<file path="config.mk">
export PLATFORM = sky130hd
export DESIGN_NAME = wdtc_top
export DESIGN_NICKNAME = d
export VERILOG_FILES = /design/src/include/wdtc_pkg.sv /design/src/core/wdtc_top.sv /design/src/core/wdtc_counter.sv
export SDC_FILE = /design/constraint.sdc
export NUM_CORES = 1
export LEC_CHECK = 0
export BUFFER_PORTS_ARGS = -buffer_cell sky130_fd_sc_hd__buf_2
export CORE_ASPECT_RATIO = 1.4
export CORE_UTILIZATION = 55
export DETAILED_ROUTE_END_ITERATION = 16
export PLACE_DENSITY_LB_ADDON = 0.08
export SLEW_MARGIN = 0
export SYNTH_ARGS = -nofsm -noshare
export SYNTH_HDL_FRONTEND = slang
export SYNTH_HIERARCHICAL = 1
export SYNTH_SLANG_ARGS = --single-unit
</file>
<file path="constraint.sdc">
create_clock -name core_clk -period 4.4 [get_ports core_clk]
set_input_delay 0.88 -clock core_clk [delete_from_list [all_inputs] [get_ports core_clk]]
set_output_delay 0.88 -clock core_clk [all_outputs]
set_load 0.005 [all_outputs]
</file>
<file path="src/include/wdtc_pkg.sv">
// Constants shared by the timeout supervisor control block and its counter.
// Assumes an 8-bit register port and a single 100 MHz core clock.
package wdtc_pkg;

    // ****************************************************************
    // Register map and field layout
    // ****************************************************************
    localparam logic [7:0] WDTC_CTRL_ADDR = 8'h00;
    localparam logic [7:0] WDTC_STAT_ADDR = 8'h01;
    localparam int WDTC_PER_LSB = 0;
    localparam int WDTC_PER_W = 3;
    localparam int WDTC_ON_BIT = 3;
    localparam int WDTC_UNLOCK_BIT = 4;
    localparam int WDTC_STAT_WIN_BIT = 0;
    localparam int WDTC_STAT_LVL2_BIT = 1;
    localparam int WDTC_STAT_RUN_BIT = 2;

    // ****************************************************************
    // Reset values and timing
    // ****************************************************************
    localparam logic [2:0] WDTC_PER_RST = 3'h0;
    localparam logic WDTC_ON_RST = 1'b0;
    localparam logic [2:0] WDTC_UNLOCK_CYCLES = 3'h4;
    localparam int WDTC_BASE_LOG2 = 14;
    localparam int WDTC_CNT_W = WDTC_BASE_LOG2 + 7;

endpackage

</file>
<file path="src/core/wdtc_top.sv">
// Timeout supervisor control: control register, timed unlock and fuse levels.
// Assumes a plain register port on core_clk and a free-running oscillator pin.
`timescale 1ns/1ps
module wdtc_top
    import wdtc_pkg::*;
#(
    parameter int BASE_LOG2 = WDTC_BASE_LOG2
) (
    // Clock, reset, enable
    input wire logic core_clk,
    input wire logic rst_n,
    input wire logic clk_en,
    // Register port
    input wire logic [7:0] reg_addr,
    input wire logic [7:0] reg_wdata,
    input wire logic reg_wr,
    input wire logic reg_rd,
    output logic [7:0] reg_rdata,
    // Kick from the processor core
    input wire logic kick,
    // Fuse and oscillator pins
    input wire logic safety_level_fuse,
    input wire logic wd_osc,
    // Reset request to the chip reset logic
    output logic chip_reset_req
);

    localparam int CNT_W = BASE_LOG2 + 7;

    // ****************************************************************
    // Declarations
    // ****************************************************************
    logic fuse_s1_r;
    logic fuse_s2_r;
    logic fuse_done_r;
    logic fuse_lvl2_r;
    logic watchdog_on_bit_r;
    logic watchdog_on_bit_nxt;
    logic [WDTC_PER_W-1:0] period_select_field_r;
    logic [WDTC_PER_W-1:0] period_select_field_nxt;
    logic [2:0] unlock_cnt_r;
    logic [2:0] unlock_cnt_nxt;
    logic [7:0] rdata_r;
    logic [7:0] rdata_nxt;
    logic ctrl_sel;
    logic stat_sel;
    logic wr_ctrl;
    logic wr_on;
    logic wr_unlock;
    logic [WDTC_PER_W-1:0] wr_per;
    logic window_open;
    logic unlock_req;
    logic timed_write;
    logic on_eff;
    logic change_unlock_bit;
    logic [7:0] ctrl_view;
    logic [7:0] stat_view;
    logic timeout;
    logic [CNT_W-1:0] count;

    // ****************************************************************
    // Fuse capture
    // ****************************************************************
    // Fuse synchroniser runs through reset, so stage two already holds
    // the pin level when the capture flop looks at it after release
    always_ff @(posedge core_clk) begin
        if (clk_en) begin
            fuse_s1_r <= safety_level_fuse;
            fuse_s2_r <= fuse_s1_r;
        end
    end

    // Level frozen on the first enabled cycle after reset so no later
    // pin change or write can move it
    always_ff @(posedge core_clk) begin
        if (!rst_n) begin
            fuse_done_r <= 1'b0;
            fuse_lvl2_r <= 1'b0;
        end else if (clk_en) begin
            fuse_done_r <= 1'b1;
            if (!fuse_done_r) begin
                fuse_lvl2_r <= fuse_s2_r;
            end
        end
    end

    // ****************************************************************
    // Write decode
    // ****************************************************************
    // Unmapped addresses decode to nothing and are dropped
    assign ctrl_sel = (reg_addr == WDTC_CTRL_ADDR);
    assign stat_sel = (reg_addr == WDTC_STAT_ADDR);
    assign wr_ctrl = reg_wr && ctrl_sel;
    assign wr_on = reg_wdata[WDTC_ON_BIT];
    assign wr_unlock = reg_wdata[WDTC_UNLOCK_BIT];
    assign wr_per = reg_wdata[WDTC_PER_LSB +: WDTC_PER_W];
    assign window_open = (unlock_cnt_r != 3'h0);
    assign change_unlock_bit = window_open;
    // Unlock needs both bits in one write, even if enable already reads one
    assign unlock_req = wr_ctrl && wr_unlock && wr_on;
    assign timed_write = wr_ctrl && !wr_unlock && window_open;
    assign on_eff = watchdog_on_bit_r || fuse_lvl2_r;

    // ****************************************************************
    // Next-state for enable, period and unlock window
    // ****************************************************************
    // Level one: setting enable is free, clearing needs the window.
    // Level two: enable is forced, so the written value is dropped.
    assign watchdog_on_bit_nxt = fuse_lvl2_r ? watchdog_on_bit_r :
                                 (wr_ctrl && wr_on) ? 1'b1 :
                                 timed_write ? wr_on :
                                 watchdog_on_bit_r;
    // Period moves only on the one write inside the window
    assign period_select_field_nxt = timed_write ? wr_per : period_select_field_r;
    // The window closes after four cycles or after its one write
    assign unlock_cnt_nxt = unlock_req ? WDTC_UNLOCK_CYCLES :
                            timed_write ? 3'h0 :
                            window_open ? unlock_cnt_r - 3'h1 : 3'h0;

    always_ff @(posedge core_clk) begin
        if (!rst_n) begin
            watchdog_on_bit_r <= WDTC_ON_RST;
            period_select_field_r <= WDTC_PER_RST;
            unlock_cnt_r <= 3'h0;
        end else if (clk_en) begin
            watchdog_on_bit_r <= watchdog_on_bit_nxt;
            period_select_field_r <= period_select_field_nxt;
            unlock_cnt_r <= unlock_cnt_nxt;
        end
    end

    // ****************************************************************
    // Read path
    // ****************************************************************
    // Reserved control bits read as zero; data stands one cycle only
    assign ctrl_view = {3'h0, change_unlock_bit, on_eff, period_select_field_r};
    assign stat_view = {5'h00, on_eff, fuse_lvl2_r, window_open};
    assign rdata_nxt = !reg_rd ? 8'h00 :
                       ctrl_sel ? ctrl_view :
                       stat_sel ? stat_view : 8'h00;

    always_ff @(posedge core_clk) begin
        if (!rst_n) begin
            rdata_r <= 8'h00;
        end else if (clk_en) begin
            rdata_r <= rdata_nxt;
        end
    end

    assign reg_rdata = rdata_r;

    // ****************************************************************
    // Timeout counter
    // ****************************************************************
    // Same clock domain, so kick and period reach the counter directly;
    // only the oscillator pin needs a synchroniser inside the counter
    wdtc_counter #(
        .BASE_LOG2(BASE_LOG2),
        .CNT_W(CNT_W)
    ) u_counter (
        .core_clk(core_clk),
        .rst_n(rst_n),
        .clk_en(clk_en),
        .wd_osc(wd_osc),
        .run(on_eff),
        .clear(kick),
        .period_sel(period_select_field_r),
        .timeout(timeout),
        .count(count)
    );

    // One-cycle pulse; the chip reset logic brings rst_n back to us
    assign chip_reset_req = timeout;
endmodule

</file>
<file path="src/core/wdtc_counter.sv">
// Timeout counter stepped by the watchdog oscillator pin.
// Assumes the oscillator is far slower than core_clk, so each of its
// rising edges is seen as one tick after a two-flop synchroniser.
`timescale 1ns/1ps
module wdtc_counter
    import wdtc_pkg::*;
#(
    parameter int BASE_LOG2 = WDTC_BASE_LOG2,
    parameter int CNT_W = WDTC_CNT_W
) (
    // Clock, reset, enable
    input wire logic core_clk,
    input wire logic rst_n,
    input wire logic clk_en,
    // Oscillator pin, asynchronous to core_clk
    input wire logic wd_osc,
    // Control from the register side, plus the kick as clear
    input wire logic run,
    input wire logic clear,
    input wire logic [WDTC_PER_W-1:0] period_sel,
    // Results
    output logic timeout,
    output logic [CNT_W-1:0] count
);

    // ****************************************************************
    // Oscillator synchroniser and edge detect
    // ****************************************************************
    logic osc_s1_r;
    logic osc_s2_r;
    logic osc_s3_r;
    logic [CNT_W-1:0] count_r;
    logic [CNT_W-1:0] count_nxt;
    logic timeout_r;
    logic timeout_nxt;
    logic [CNT_W:0] limit_full;
    logic [CNT_W-1:0] limit_m1;
    logic tick;
    logic at_limit;

    // First stage feeds only the second; edge detect looks at stage two
    always_ff @(posedge core_clk) begin
        if (!rst_n) begin
            osc_s1_r <= 1'b0;
            osc_s2_r <= 1'b0;
            osc_s3_r <= 1'b0;
        end else if (clk_en) begin
            osc_s1_r <= wd_osc;
            osc_s2_r <= osc_s1_r;
            osc_s3_r <= osc_s2_r;
        end
    end

    // ****************************************************************
    // Period decode and count
    // ****************************************************************
    // Each code doubles the oscillator cycle count from the base
    assign limit_full = (CNT_W+1)'(1) << (BASE_LOG2 + int'(period_sel));
    assign limit_m1 = CNT_W'(limit_full - (CNT_W+1)'(1));
    assign tick = osc_s2_r & ~osc_s3_r;
    assign at_limit = (count_r >= limit_m1);
    // A shortened period below the running count expires on the next tick
    assign count_nxt = (clear || !run) ? '0 :
                       (tick && at_limit) ? '0 :
                       tick ? count_r + CNT_W'(1) : count_r;
    assign timeout_nxt = run && !clear && tick && at_limit;

    always_ff @(posedge core_clk) begin
        if (!rst_n) begin
            count_r <= '0;
            timeout_r <= 1'b0;
        end else if (clk_en) begin
            count_r <= count_nxt;
            timeout_r <= timeout_nxt;
        end
    end

    assign timeout = timeout_r;
    assign count = count_r;
endmodule

</file>
# After elaboration in Yosys (flattened, before gate mapping)
# Index checks and enable logic that the tools add are counted.
dict set report classes {
  n_reduce_logical 23
  bitwise_logic 4
  eq_ne 1
  add_sub_neg 4
  order_cmp 1
  n_mux 11
  shift 1
}
# operator n
set op_table {}
lappend op_table {{21-bit 2-to-1 mux} 3}
lappend op_table {{1-bit by 32-bit << shifter with 21-bit output, first input constant} 1}
lappend op_table {{21-bit by 1-bit adder with 21-bit output, second input constant} 1}
lappend op_table {{21-bit greater-or-equal comparator} 1}
lappend op_table {{21-bit by 1-bit subtractor with 21-bit output, second input constant} 1}
lappend op_table {{3-bit 2-to-1 mux} 4}
lappend op_table {{1-bit logical AND} 10}
lappend op_table {{5-bit 2-to-1 mux} 2}
lappend op_table {{8-bit by 1-bit equality test with 1-bit output, second input constant} 1}
lappend op_table {{8-bit logical NOT} 1}
lappend op_table {{2-bit AND reduction} 3}
lappend op_table {{3-bit nonzero test} 2}
lappend op_table {{4-bit by 3-bit adder with 5-bit output, first input constant} 1}
lappend op_table {{1-bit logical NOT} 3}
lappend op_table {{1-bit NOT} 3}
lappend op_table {{3-bit AND reduction} 1}
lappend op_table {{3-bit by 1-bit subtractor with 3-bit output, second input constant} 1}
lappend op_table {{1-bit logical OR} 2}
lappend op_table {{1-bit 2-to-1 mux} 2}
lappend op_table {{2-bit nonzero test} 1}
lappend op_table {{1-bit AND} 1}
dict set report word_totals {
  ff_bits 44
  out_inout_bits 9
}

# Logic depth before layout (Yosys ltp)
# Gate-level depths: netlist (run 1).
dict set report depth {
  ltp_word 7
  depth_mapped 14
  depth_no_buf 12
}

# Cells and area by module
# The synthesis (run 1) kept the hierarchy.
# module area_per_inst_um2 seq_area_each_um2 instances cells_per_inst
set by_module_without_submodules {}
lappend by_module_without_submodules {wdtc_counter 1900.6 500.5 1 224}
lappend by_module_without_submodules {wdtc_top 817.0 340.3 1 83}

# Worst setup path before layout (run 1)
# OpenSTA, ideal clock, no wires.
dict set report synth_timing {
  path_kind {register to register}
  from {reg period_select_field_r[1]}
  to {reg u_counter.count_r[19], in the netlist u_counter/count[19]}
  required_time_ns 4.283
  n_path_buf 2
  synth_period_minus_slack_ns 3.014
  stages_incl_launch_ff 14
  path_slack_ns 1.386
  arrival_time_ns 2.897
  path_cell_list {dfxtp_1 inv_1 ha_1 inv_1 or3_1 xnor2_1 ha_1 and4_1 nor4bb_1 o21a_1 a211oi_2 buf_6 buf_6 a22o_1}
}
dict set report synth_between {
  elab_chain_cells 7
}
# item line
set synth_rtl {}
lappend synth_rtl {{from (decl)} wdtc_top.sv:39} ;# logic [WDTC_PER_W-1:0] period_select_field_r;
lappend synth_rtl {{from (signal assigned)} wdtc_top.sv:127} ;# period_select_field_r <= period_select_field_nxt;
lappend synth_rtl {{4-bit by 3-bit adder with 5-bit output *} wdtc_counter.sv:58} ;# assign limit_full = (CNT_W+1)'(1) << (BASE_LOG2 + int'(period_sel));
lappend synth_rtl {{1-bit by 32-bit << shifter with 21-bit output *} wdtc_counter.sv:58}
lappend synth_rtl {{21-bit by 1-bit subtractor with 21-bit output *} wdtc_counter.sv:59} ;# assign limit_m1 = CNT_W'(limit_full - (CNT_W+1)'(1));
lappend synth_rtl {{21-bit greater-or-equal comparator *} wdtc_counter.sv:61} ;# assign at_limit = (count_r >= limit_m1);
lappend synth_rtl {{1-bit logical AND *} wdtc_counter.sv:64} ;# (tick && at_limit) ? '0 :
lappend synth_rtl {{3-bit nonzero test (no source line) / 21-bit 2-to-1 mux (equally long branches)} -}
lappend synth_rtl {{2-bit AND reduction (no source line) / 21-bit 2-to-1 mux (equally long branches)} -}
lappend synth_rtl {{to (signal assigned)} wdtc_counter.sv:73} ;# count_r <= count_nxt;
lappend synth_rtl {{to (decl)} wdtc_counter.sv:32} ;# logic [CNT_W-1:0] count_r;
# Every way passes the cells marked *; elsewhere a longest branch is shown, timed or not.
# A chain may end at the register's enable or synchronous reset.

# Worst setup path after layout (run 1)
dict set report layout_timing {
  from {reg period_select_field_r[1]}
  to {reg u_counter.count_r[20], in the netlist u_counter/count[20]}
}
# The elaborated chain is that of the path after synthesis.

==> out/metrics.json, run 1 <==
{
  "outcome": {"value": "completed"},
  "grt_pass1_wl": {"value": 9110, "unit": "um"},
  "cp-startpoint": {"value": "period_select_field_r[1]"},
  "final.setup.tns": {"value": 0, "unit": "ns"},
  "syn_area_per_cell": {"value": 8.85, "unit": "um2"},
  "p_leak": {"value": 1.30, "unit": "nW"},
  "io_buffer_count": {"value": 26},
  "clkSinkCount": {"value": 41},
  "grt_start_max_net_pins": {"value": 30},
  "dieArea": {"value": 5230, "unit": "um2"},
  "crit_buf_inv": {"value": 3},
  "routed_via_density": {"value": 5.60},
  "route.final.wire_length": {"value": 5470, "unit": "um"},
  "dr.first_iter.drc_count": {"value": 108},
  "gpl.final_weighted_congestion": {"value": 0.738},
  "route.detailed.drc": {"value": 0},
  "crit_path_end_kind": {"value": "register"},
  "fraction_of_final_layout_cells_with_drive_strength_greater_than_1": {"value": 13.1, "unit": "%"},
  "synth-seq-cells": {"value": 41},
  "postCtsSetupRepairBufs": {"value": 0},
  "worstSetupPathType": {"value": "reg -> reg"},
  "remaining_antenna_violation_count": {"value": 0},
  "layout.area.seq": {"value": 841, "unit": "um2"},
  "start_util": {"value": 58.5, "unit": "%"},
  "grt_remaining_overflow": {"value": 0},
  "setup-violations-final": {"value": 0},
  "rsz0062_at_grt": {"value": "false"},
  "max_freq": {"value": 0.280, "unit": "GHz"},
  "tritoncts_clock_tree": {"value": "yes"},
  "maxCapViolCount": {"value": 0},
  "design_power_total": {"value": 0.728, "unit": "mW"},
  "synth_top_cell_by_area": {"value": "dfxtp_1"},
  "synth_top_cells_by_area": {"value": "dfxtp_1, ha_1, mux2i_1, nand3_1, nand2_1"},
  "hold_slack": {"value": 0.444, "unit": "ns"},
  "final.setup_skew": {"value": 0.00507, "unit": "ns"},
  "crit_fanout": {"value": 29},
  "vdd.ir_drop.worst": {"value": 0.182, "unit": "mV"},
  "multiInputGateArea": {"value": 1750, "unit": "um2"},
  "hold_viol_final": {"value": 0},
  "number_of_enable_flip_flop_cells_after_synthesis": {"value": 2},
  "final_max_slew_viol_count": {"value": 0},
  "ys_types": {"value": 52},
  "slew-limit-headroom": {"value": 49.2, "unit": "%"},
  "p_per_area": {"value": 244, "unit": "nW/um2"},
  "postSynthCellCount": {"value": 307},
  "finalNonFillerCells": {"value": 399},
  "total_clock_buffers_created_by_cts": {"value": 5},
  "dr.pass1.iters": {"value": 4},
  "cell_with_the_largest_stage_delay_on_the_worst_path": {"value": "dfxtp_1"},
  "holdCritPathClass": {"value": "reg -> reg"},
  "antenna-diode-count": {"value": 0},
  "yosysWarnings": {"value": 6},
  "cts_resized": {"value": 0},
  "dp_hpwl": {"value": 4090, "unit": "um"},
  "vias": {"value": 2233},
  "launching_element_type_of_the_critical_path": {"value": "register"},
  "die_height": {"value": 85.2, "unit": "um"},
  "holdCritStartpoint": {"value": "fuse_s1_r"},
  "routed_wirelength_normalized_by_instance_count": {"value": 13.7, "unit": "um"},
  "clkLatencyLatePin": {"value": 0.30, "unit": "ns"},
  "synthToLayoutAreaGrowth": {"value": 9.76, "unit": "%"},
  "syn_area": {"value": 2720, "unit": "um2"},
  "design.portCount": {"value": 33},
  "floorplan.die.width": {"value": 61.4, "unit": "um"},
  "crit_arrival": {"value": 3.79, "unit": "ns"},
  "timing.critical_path.max_delay_family": {"value": "compound AO/OA/AOI/OAI gates"},
  "worst_setup_hold_path_clk_slew": {"value": 0.08, "unit": "ns"},
  "ctsHoldBuffers": {"value": 0},
  "synth-main-ff-cell": {"value": "dfxtp_1"},
  "fin_crit_sh": {"value": 81.1, "unit": "%"},
  "cell_count_post_placement": {"value": 391},
  "synth_seq_area_share": {"value": 30.9, "unit": "%"},
  "asyncSetResetFlopFracSynth": {"value": 0, "unit": "%"},
  "period_needed": {"value": 3.57, "unit": "ns"},
  "final_worst_path_setup_slack": {"value": 0.832, "unit": "ns"},
  "grt_antenna_before_repair": {"value": 0},
  "clock_tree.htree_level_count": {"value": 2},
  "synth_top_cell_area_share": {"value": 28.7, "unit": "%"},
  "dpl_worst_slack": {"value": 0.891, "unit": "ns"},
  "path_cells": {"value": "inv_1 -> ha_1 -> inv_1 -> or3_1 -> xnor2_1 -> ha_1 -> a21oi_1 -> o21ai_0 -> a211o_1 -> a211oi_2 -> buf_4 -> nand4_1 -> mux2i_1"},
  "grt_pass1_vias": {"value": 2108},
  "clock_tree.buffer_depth": {"value": 2},
  "grt_util_all_layers": {"value": 23.2, "unit": "%"},
  "worstMarginPinSlew": {"value": 0.762, "unit": "ns"},
  "reg2reg_from": {"value": "period_select_field_r[1]"},
  "placeableCoreArea": {"value": 4640, "unit": "um2"},
  "placement_rows": {"value": 29},
  "fill_cells": {"value": 431},
  "max_stage_delay": {"value": 0.50, "unit": "ns"},
  "worstPathRequired": {"value": 4.63, "unit": "ns"},
  "root_buffer": {"value": "clkbuf_8"},
  "fin_nets": {"value": 387}
}
[cell families (layout without fill, tap and decap cells)]
group | count (synthesis) | after routing | share of synthesized area, %
AND/OR/NAND/NOR | 114 | 114 | 24.4
AO/OA/AOI/OAI | 66 | 66 | 16.8
flip-flops | 41 | 41 | 30.9
buffers and inverters | 31 | 53 | 5.85
adder cells (fa/ha/maj) | 27 | 27 | 12.4
multiplexers | 16 | 16 | 6.12
XOR/XNOR | 10 | 10 | 3.22
other | 2 | 10 | 0.276
[layout make-up]
| type | instances | share of cell area, % |
|---|---|---|
| inverter | 18 | 2.27 |
| tap | 62 | 2.60 |
| timing repair buffer | 27 | 4.61 |
| clock buffer | 6 | 2.43 |
| multi-input combinational | 243 | 58.6 |
| sequential | 41 | 28.2 |
| clock inverter | 2 | 1.30 |
[synth_stat cells, drive strengths merged, types with 3 or more instances]
library cell	count
nor2b	14
nor2	10
nand3	20
a211o	3
nor4bb	3
buf	9
a211oi	5
clkbuf	4
inv	18
nand4	7
xnor2	7
nand2	26
o21a	8
and4	8
and2	5
xor2	3
mux2i	14
dfxtp	39
ha	27
nor3	5
o21ai	11
and3	6
a21oi	18
a22o	8
[registers in the layout (all words and copies together) (netlist names)]
register	cells
u_counter/osc_s2_r	1
fuse_lvl2_r	1
fuse_s2_r	1
u_counter/osc_s1_r	1
fuse_s1_r	1
reg_rdata	5
watchdog_on_bit_r	1
fuse_done_r	1
u_counter/timeout	1
u_counter/osc_s3_r	1
unlock_cnt_r	3
u_counter/count	21
period_select_field_r	3
[power breakdown]
group | total, mW | switching (mW) | internal [mW]
registers | 0.379 | 0.00210 | 0.377
clock network | 0.307 | 0.137 | 0.170
logic | 0.0408 | 0.0237 | 0.0171
[final timing paths]
check                              to  slack [ns]  depth (start not counted)
setup / recovery  u_counter/count[20]        0.83                         13
hold / removal              fuse_s2_r        0.44                          0
setup reg to reg  u_counter/count[20]        0.83                         13
hold reg to reg             fuse_s2_r        0.44                          0
[layout by cell type, fill, tap and decap left out, types with 6 or more instances in the layout]
cell and count:
dfxtp_1 39, ha_1 27, nand2_1 26, buf_2 26, nand3_1 20, inv_1 18, a21oi_1 18, mux2i_1 14
nor2b_1 14, nor2_1 10, conb_1 10, o21a_1 8, and4_1 8, a22o_1 8, nand4_1 7, o21ai_0 7
xnor2_1 7, and3_1 6
[routing by layer]
layer | up-vias | global-route usage (%) | wire length, um
met4 | 0 | 7.68 | 67
met1 | 1039 | 24.7 | 2330
met2 | 26 | 42.8 | 2950
met5 | - | 0 | 0
met3 | 6 | 5.34 | 124
li1 | 1162 | - | -
[worst reg2reg max path: cells and delay by family, from the launching register on]
kind            cells  cell delay, ns
fa+ha+maj           2            0.71
compound gates      4            0.85
xor+xnor            1            0.14
mux                 1            0.16
buf+inv             3            0.57
flops               1            0.50
simple gates        2            0.57
[stage by stage]
stage | util (%) | area (um2)
after floorplan | - | 2750
after global placement | 61.8 | 2870
after detailed placement | 61.8 | 2870
after CTS | 64.2 | 2980
after global routing | 64.2 | 2980
final | 64.2 | 2980
No activity file was read; power rests on OpenSTA's default activity.
==> run 2: changes to the inputs <==
- CORE_UTILIZATION: 55 -> 53
- clock period: 4.4 -> 3.2 ns (I/O delays scaled with it)
==> out/metrics.json, run 2 (same netlist as run 1, synthesis figures left out) <==
{
  "outcome": {"value": "completed"},
  "detailed_place.area": {"value": 2920, "unit": "um2"},
  "power_report.internal_total": {"value": 0.698, "unit": "mW"},
  "rsz0062_at_grt": {"value": "false"},
  "placeableCoreArea": {"value": 4880, "unit": "um2"},
  "total_clock_buffers_created_by_cts": {"value": 5},
  "fill_cells": {"value": 452},
  "largest_reg_flops": {"value": 21},
  "p_leak": {"value": 1.36, "unit": "nW"},
  "crit_fanout": {"value": 11},
  "clock_power_share": {"value": 37.9, "unit": "%"},
  "tritoncts_clock_tree": {"value": "yes"},
  "fraction_of_final_layout_cells_with_drive_strength_greater_than_1": {"value": 17.2, "unit": "%"},
  "io_buffer_count": {"value": 26},
  "routed_wirelength_normalized_by_instance_count": {"value": 13.9, "unit": "um"},
  "layout_commonest_cell": {"value": "dfxtp_1"},
  "clock_tree.buffer_depth": {"value": 2},
  "grt_pass1_vias": {"value": 2088},
  "synthToLayoutAreaGrowth": {"value": 14.0, "unit": "%"},
  "route.detailed.drc": {"value": 0},
  "post_route_utilization": {"value": 63.5, "unit": "%"},
  "dr.pass1.iters": {"value": 4},
  "routed_via_density": {"value": 5.69},
  "dr.first_iter.drc_count": {"value": 128},
  "fin_nets": {"value": 394},
  "route.final.wire_length": {"value": 5660, "unit": "um"},
  "setup-violations-final": {"value": 0},
  "worst_setup_hold_path_clk_slew": {"value": 0.09, "unit": "ns"},
  "hold_viol_final": {"value": 0},
  "layout.area.seq": {"value": 841, "unit": "um2"},
  "ctsHoldBuffers": {"value": 0},
  "period_needed": {"value": 3.03, "unit": "ns"},
  "antenna-diode-count": {"value": 0},
  "die_height": {"value": 86.7, "unit": "um"},
  "crit_arrival": {"value": 3.21, "unit": "ns"},
  "floorplan.die.width": {"value": 62.5, "unit": "um"},
  "maxCapViolCount": {"value": 0},
  "fin_crit_sh": {"value": 94.7, "unit": "%"},
  "vias": {"value": 2320},
  "cell_count_post_placement": {"value": 398},
  "combPwrFrac": {"value": 6.0, "unit": "%"},
  "grt_start_max_net_pins": {"value": 23},
  "root_buffer": {"value": "clkbuf_8"},
  "grt_remaining_overflow": {"value": 0},
  "design.portCount": {"value": 33},
  "worstMarginPinSlew": {"value": 0.817, "unit": "ns"},
  "slew-limit-headroom": {"value": 45.5, "unit": "%"},
  "power.net_switching": {"value": 0.234, "unit": "mW"},
  "dieArea": {"value": 5420, "unit": "um2"},
  "finalNonFillerCells": {"value": 408},
  "crit_path_end_kind": {"value": "register"},
  "final.setup_skew": {"value": 0.00346, "unit": "ns"},
  "clkSinkCount": {"value": 41},
  "grt_antenna_before_repair": {"value": 0},
  "seq_power_share": {"value": 56.0, "unit": "%"},
  "multiInputGateArea": {"value": 1800, "unit": "um2"},
  "clock_tree.htree_level_count": {"value": 2},
  "grt_util_all_layers": {"value": 21.6, "unit": "%"},
  "start_util": {"value": 55.7, "unit": "%"},
  "placement_rows": {"value": 30},
  "worstSetupPathType": {"value": "reg -> reg"},
  "launching_element_type_of_the_critical_path": {"value": "register"},
  "dp_hpwl": {"value": 4120, "unit": "um"},
  "layout.cells.most_common_list": {"value": "dfxtp_1, nand2_1, buf_2, ha_1, nand3_1"},
  "vdd.ir_drop.worst": {"value": 0.212, "unit": "mV"},
  "holdCritPathClass": {"value": "reg -> reg"},
  "max_freq": {"value": 0.330, "unit": "GHz"},
  "remaining_antenna_violation_count": {"value": 0},
  "final_design_area_no_fill": {"value": 3100, "unit": "um2"},
  "worstPathRequired": {"value": 3.38, "unit": "ns"},
  "clkLatencyLatePin": {"value": 0.29, "unit": "ns"},
  "gpl.final_weighted_congestion": {"value": 0.757},
  "final.setup.tns": {"value": 0, "unit": "ns"},
  "grt_pass1_wl": {"value": 9400, "unit": "um"},
  "final_max_slew_viol_count": {"value": 0},
  "p_per_area": {"value": 301, "unit": "nW/um2"},
  "swShare": {"value": 25.1, "unit": "%"}
}
[run 2: stage by stage]
step | hold WS (ns) | power (mW) | setup WS, ns
global placement | 0.419 | 0.589 | 0.207
detailed placement | 0.428 | 0.590 | 0.167
floorplan | 0.400 | 0.571 | 0.186
finish | 0.461 | 0.932 | 0.170
global route | 0.474 | 0.968 | 0.0300
CTS | 0.464 | 0.942 | 0.142
[run 2: final cells by class]
type,instances,area share [%]
flip-flops and latches,41,27.2
well taps,64,2.59
clock buffers,5,2.22
repair buffers,34,7.11
inverters,18,2.18
multi-input cells,243,58.1
clock inverters,3,0.687
[run 2: metal layers]
metal	vias to the layer above	GRT usage (%)	wire, um
met5	-	0	0
met1	1090	24.6	2420
met4	0	6.77	121
met2	36	40.4	2980
met3	13	3.82	134
li1	1181	-	-
[run 2: power by group through the flow]
stage               clock [mW]  combinational, mW  sequential [mW]
finish                   0.353             0.0562            0.522
CTS                      0.365             0.0556            0.522
floorplan                    0             0.0382            0.533
detailed placement           0             0.0555            0.534
global route             0.382             0.0635            0.523
global placement             0             0.0548            0.534
[run 2: path summary, 6_finish.rpt]
kind | startpoint | end | slack, ns | cells past startpoint
min | fuse_s1_r | fuse_s2_r | 0.46 | 0
max | period_select_field_r[1] | u_counter/count[11] | 0.17 | 14
min reg2reg | fuse_s1_r | fuse_s2_r | 0.46 | 0
max reg2reg | period_select_field_r[1] | u_counter/count[11] | 0.17 | 14
[run 2: timing repair]
action,CTS,global route
resized for setup,0,9
endpoints found under the setup margin,0,9
buffers inserted,0,1
[run 2: worst max-delay path, cell delays in order (launching register included)]
cell	delay, ns
dfxtp_1	0.35
inv_2	0.08
ha_4	0.26
inv_1	0.04
or3_4	0.39
xnor2_2	0.14
ha_1	0.31
and4_4	0.22
nor4bb_4	0.28
o21a_1	0.23
a211oi_4	0.08
buf_4	0.18
buf_12	0.14
a21oi_1	0.11
mux2i_1	0.10
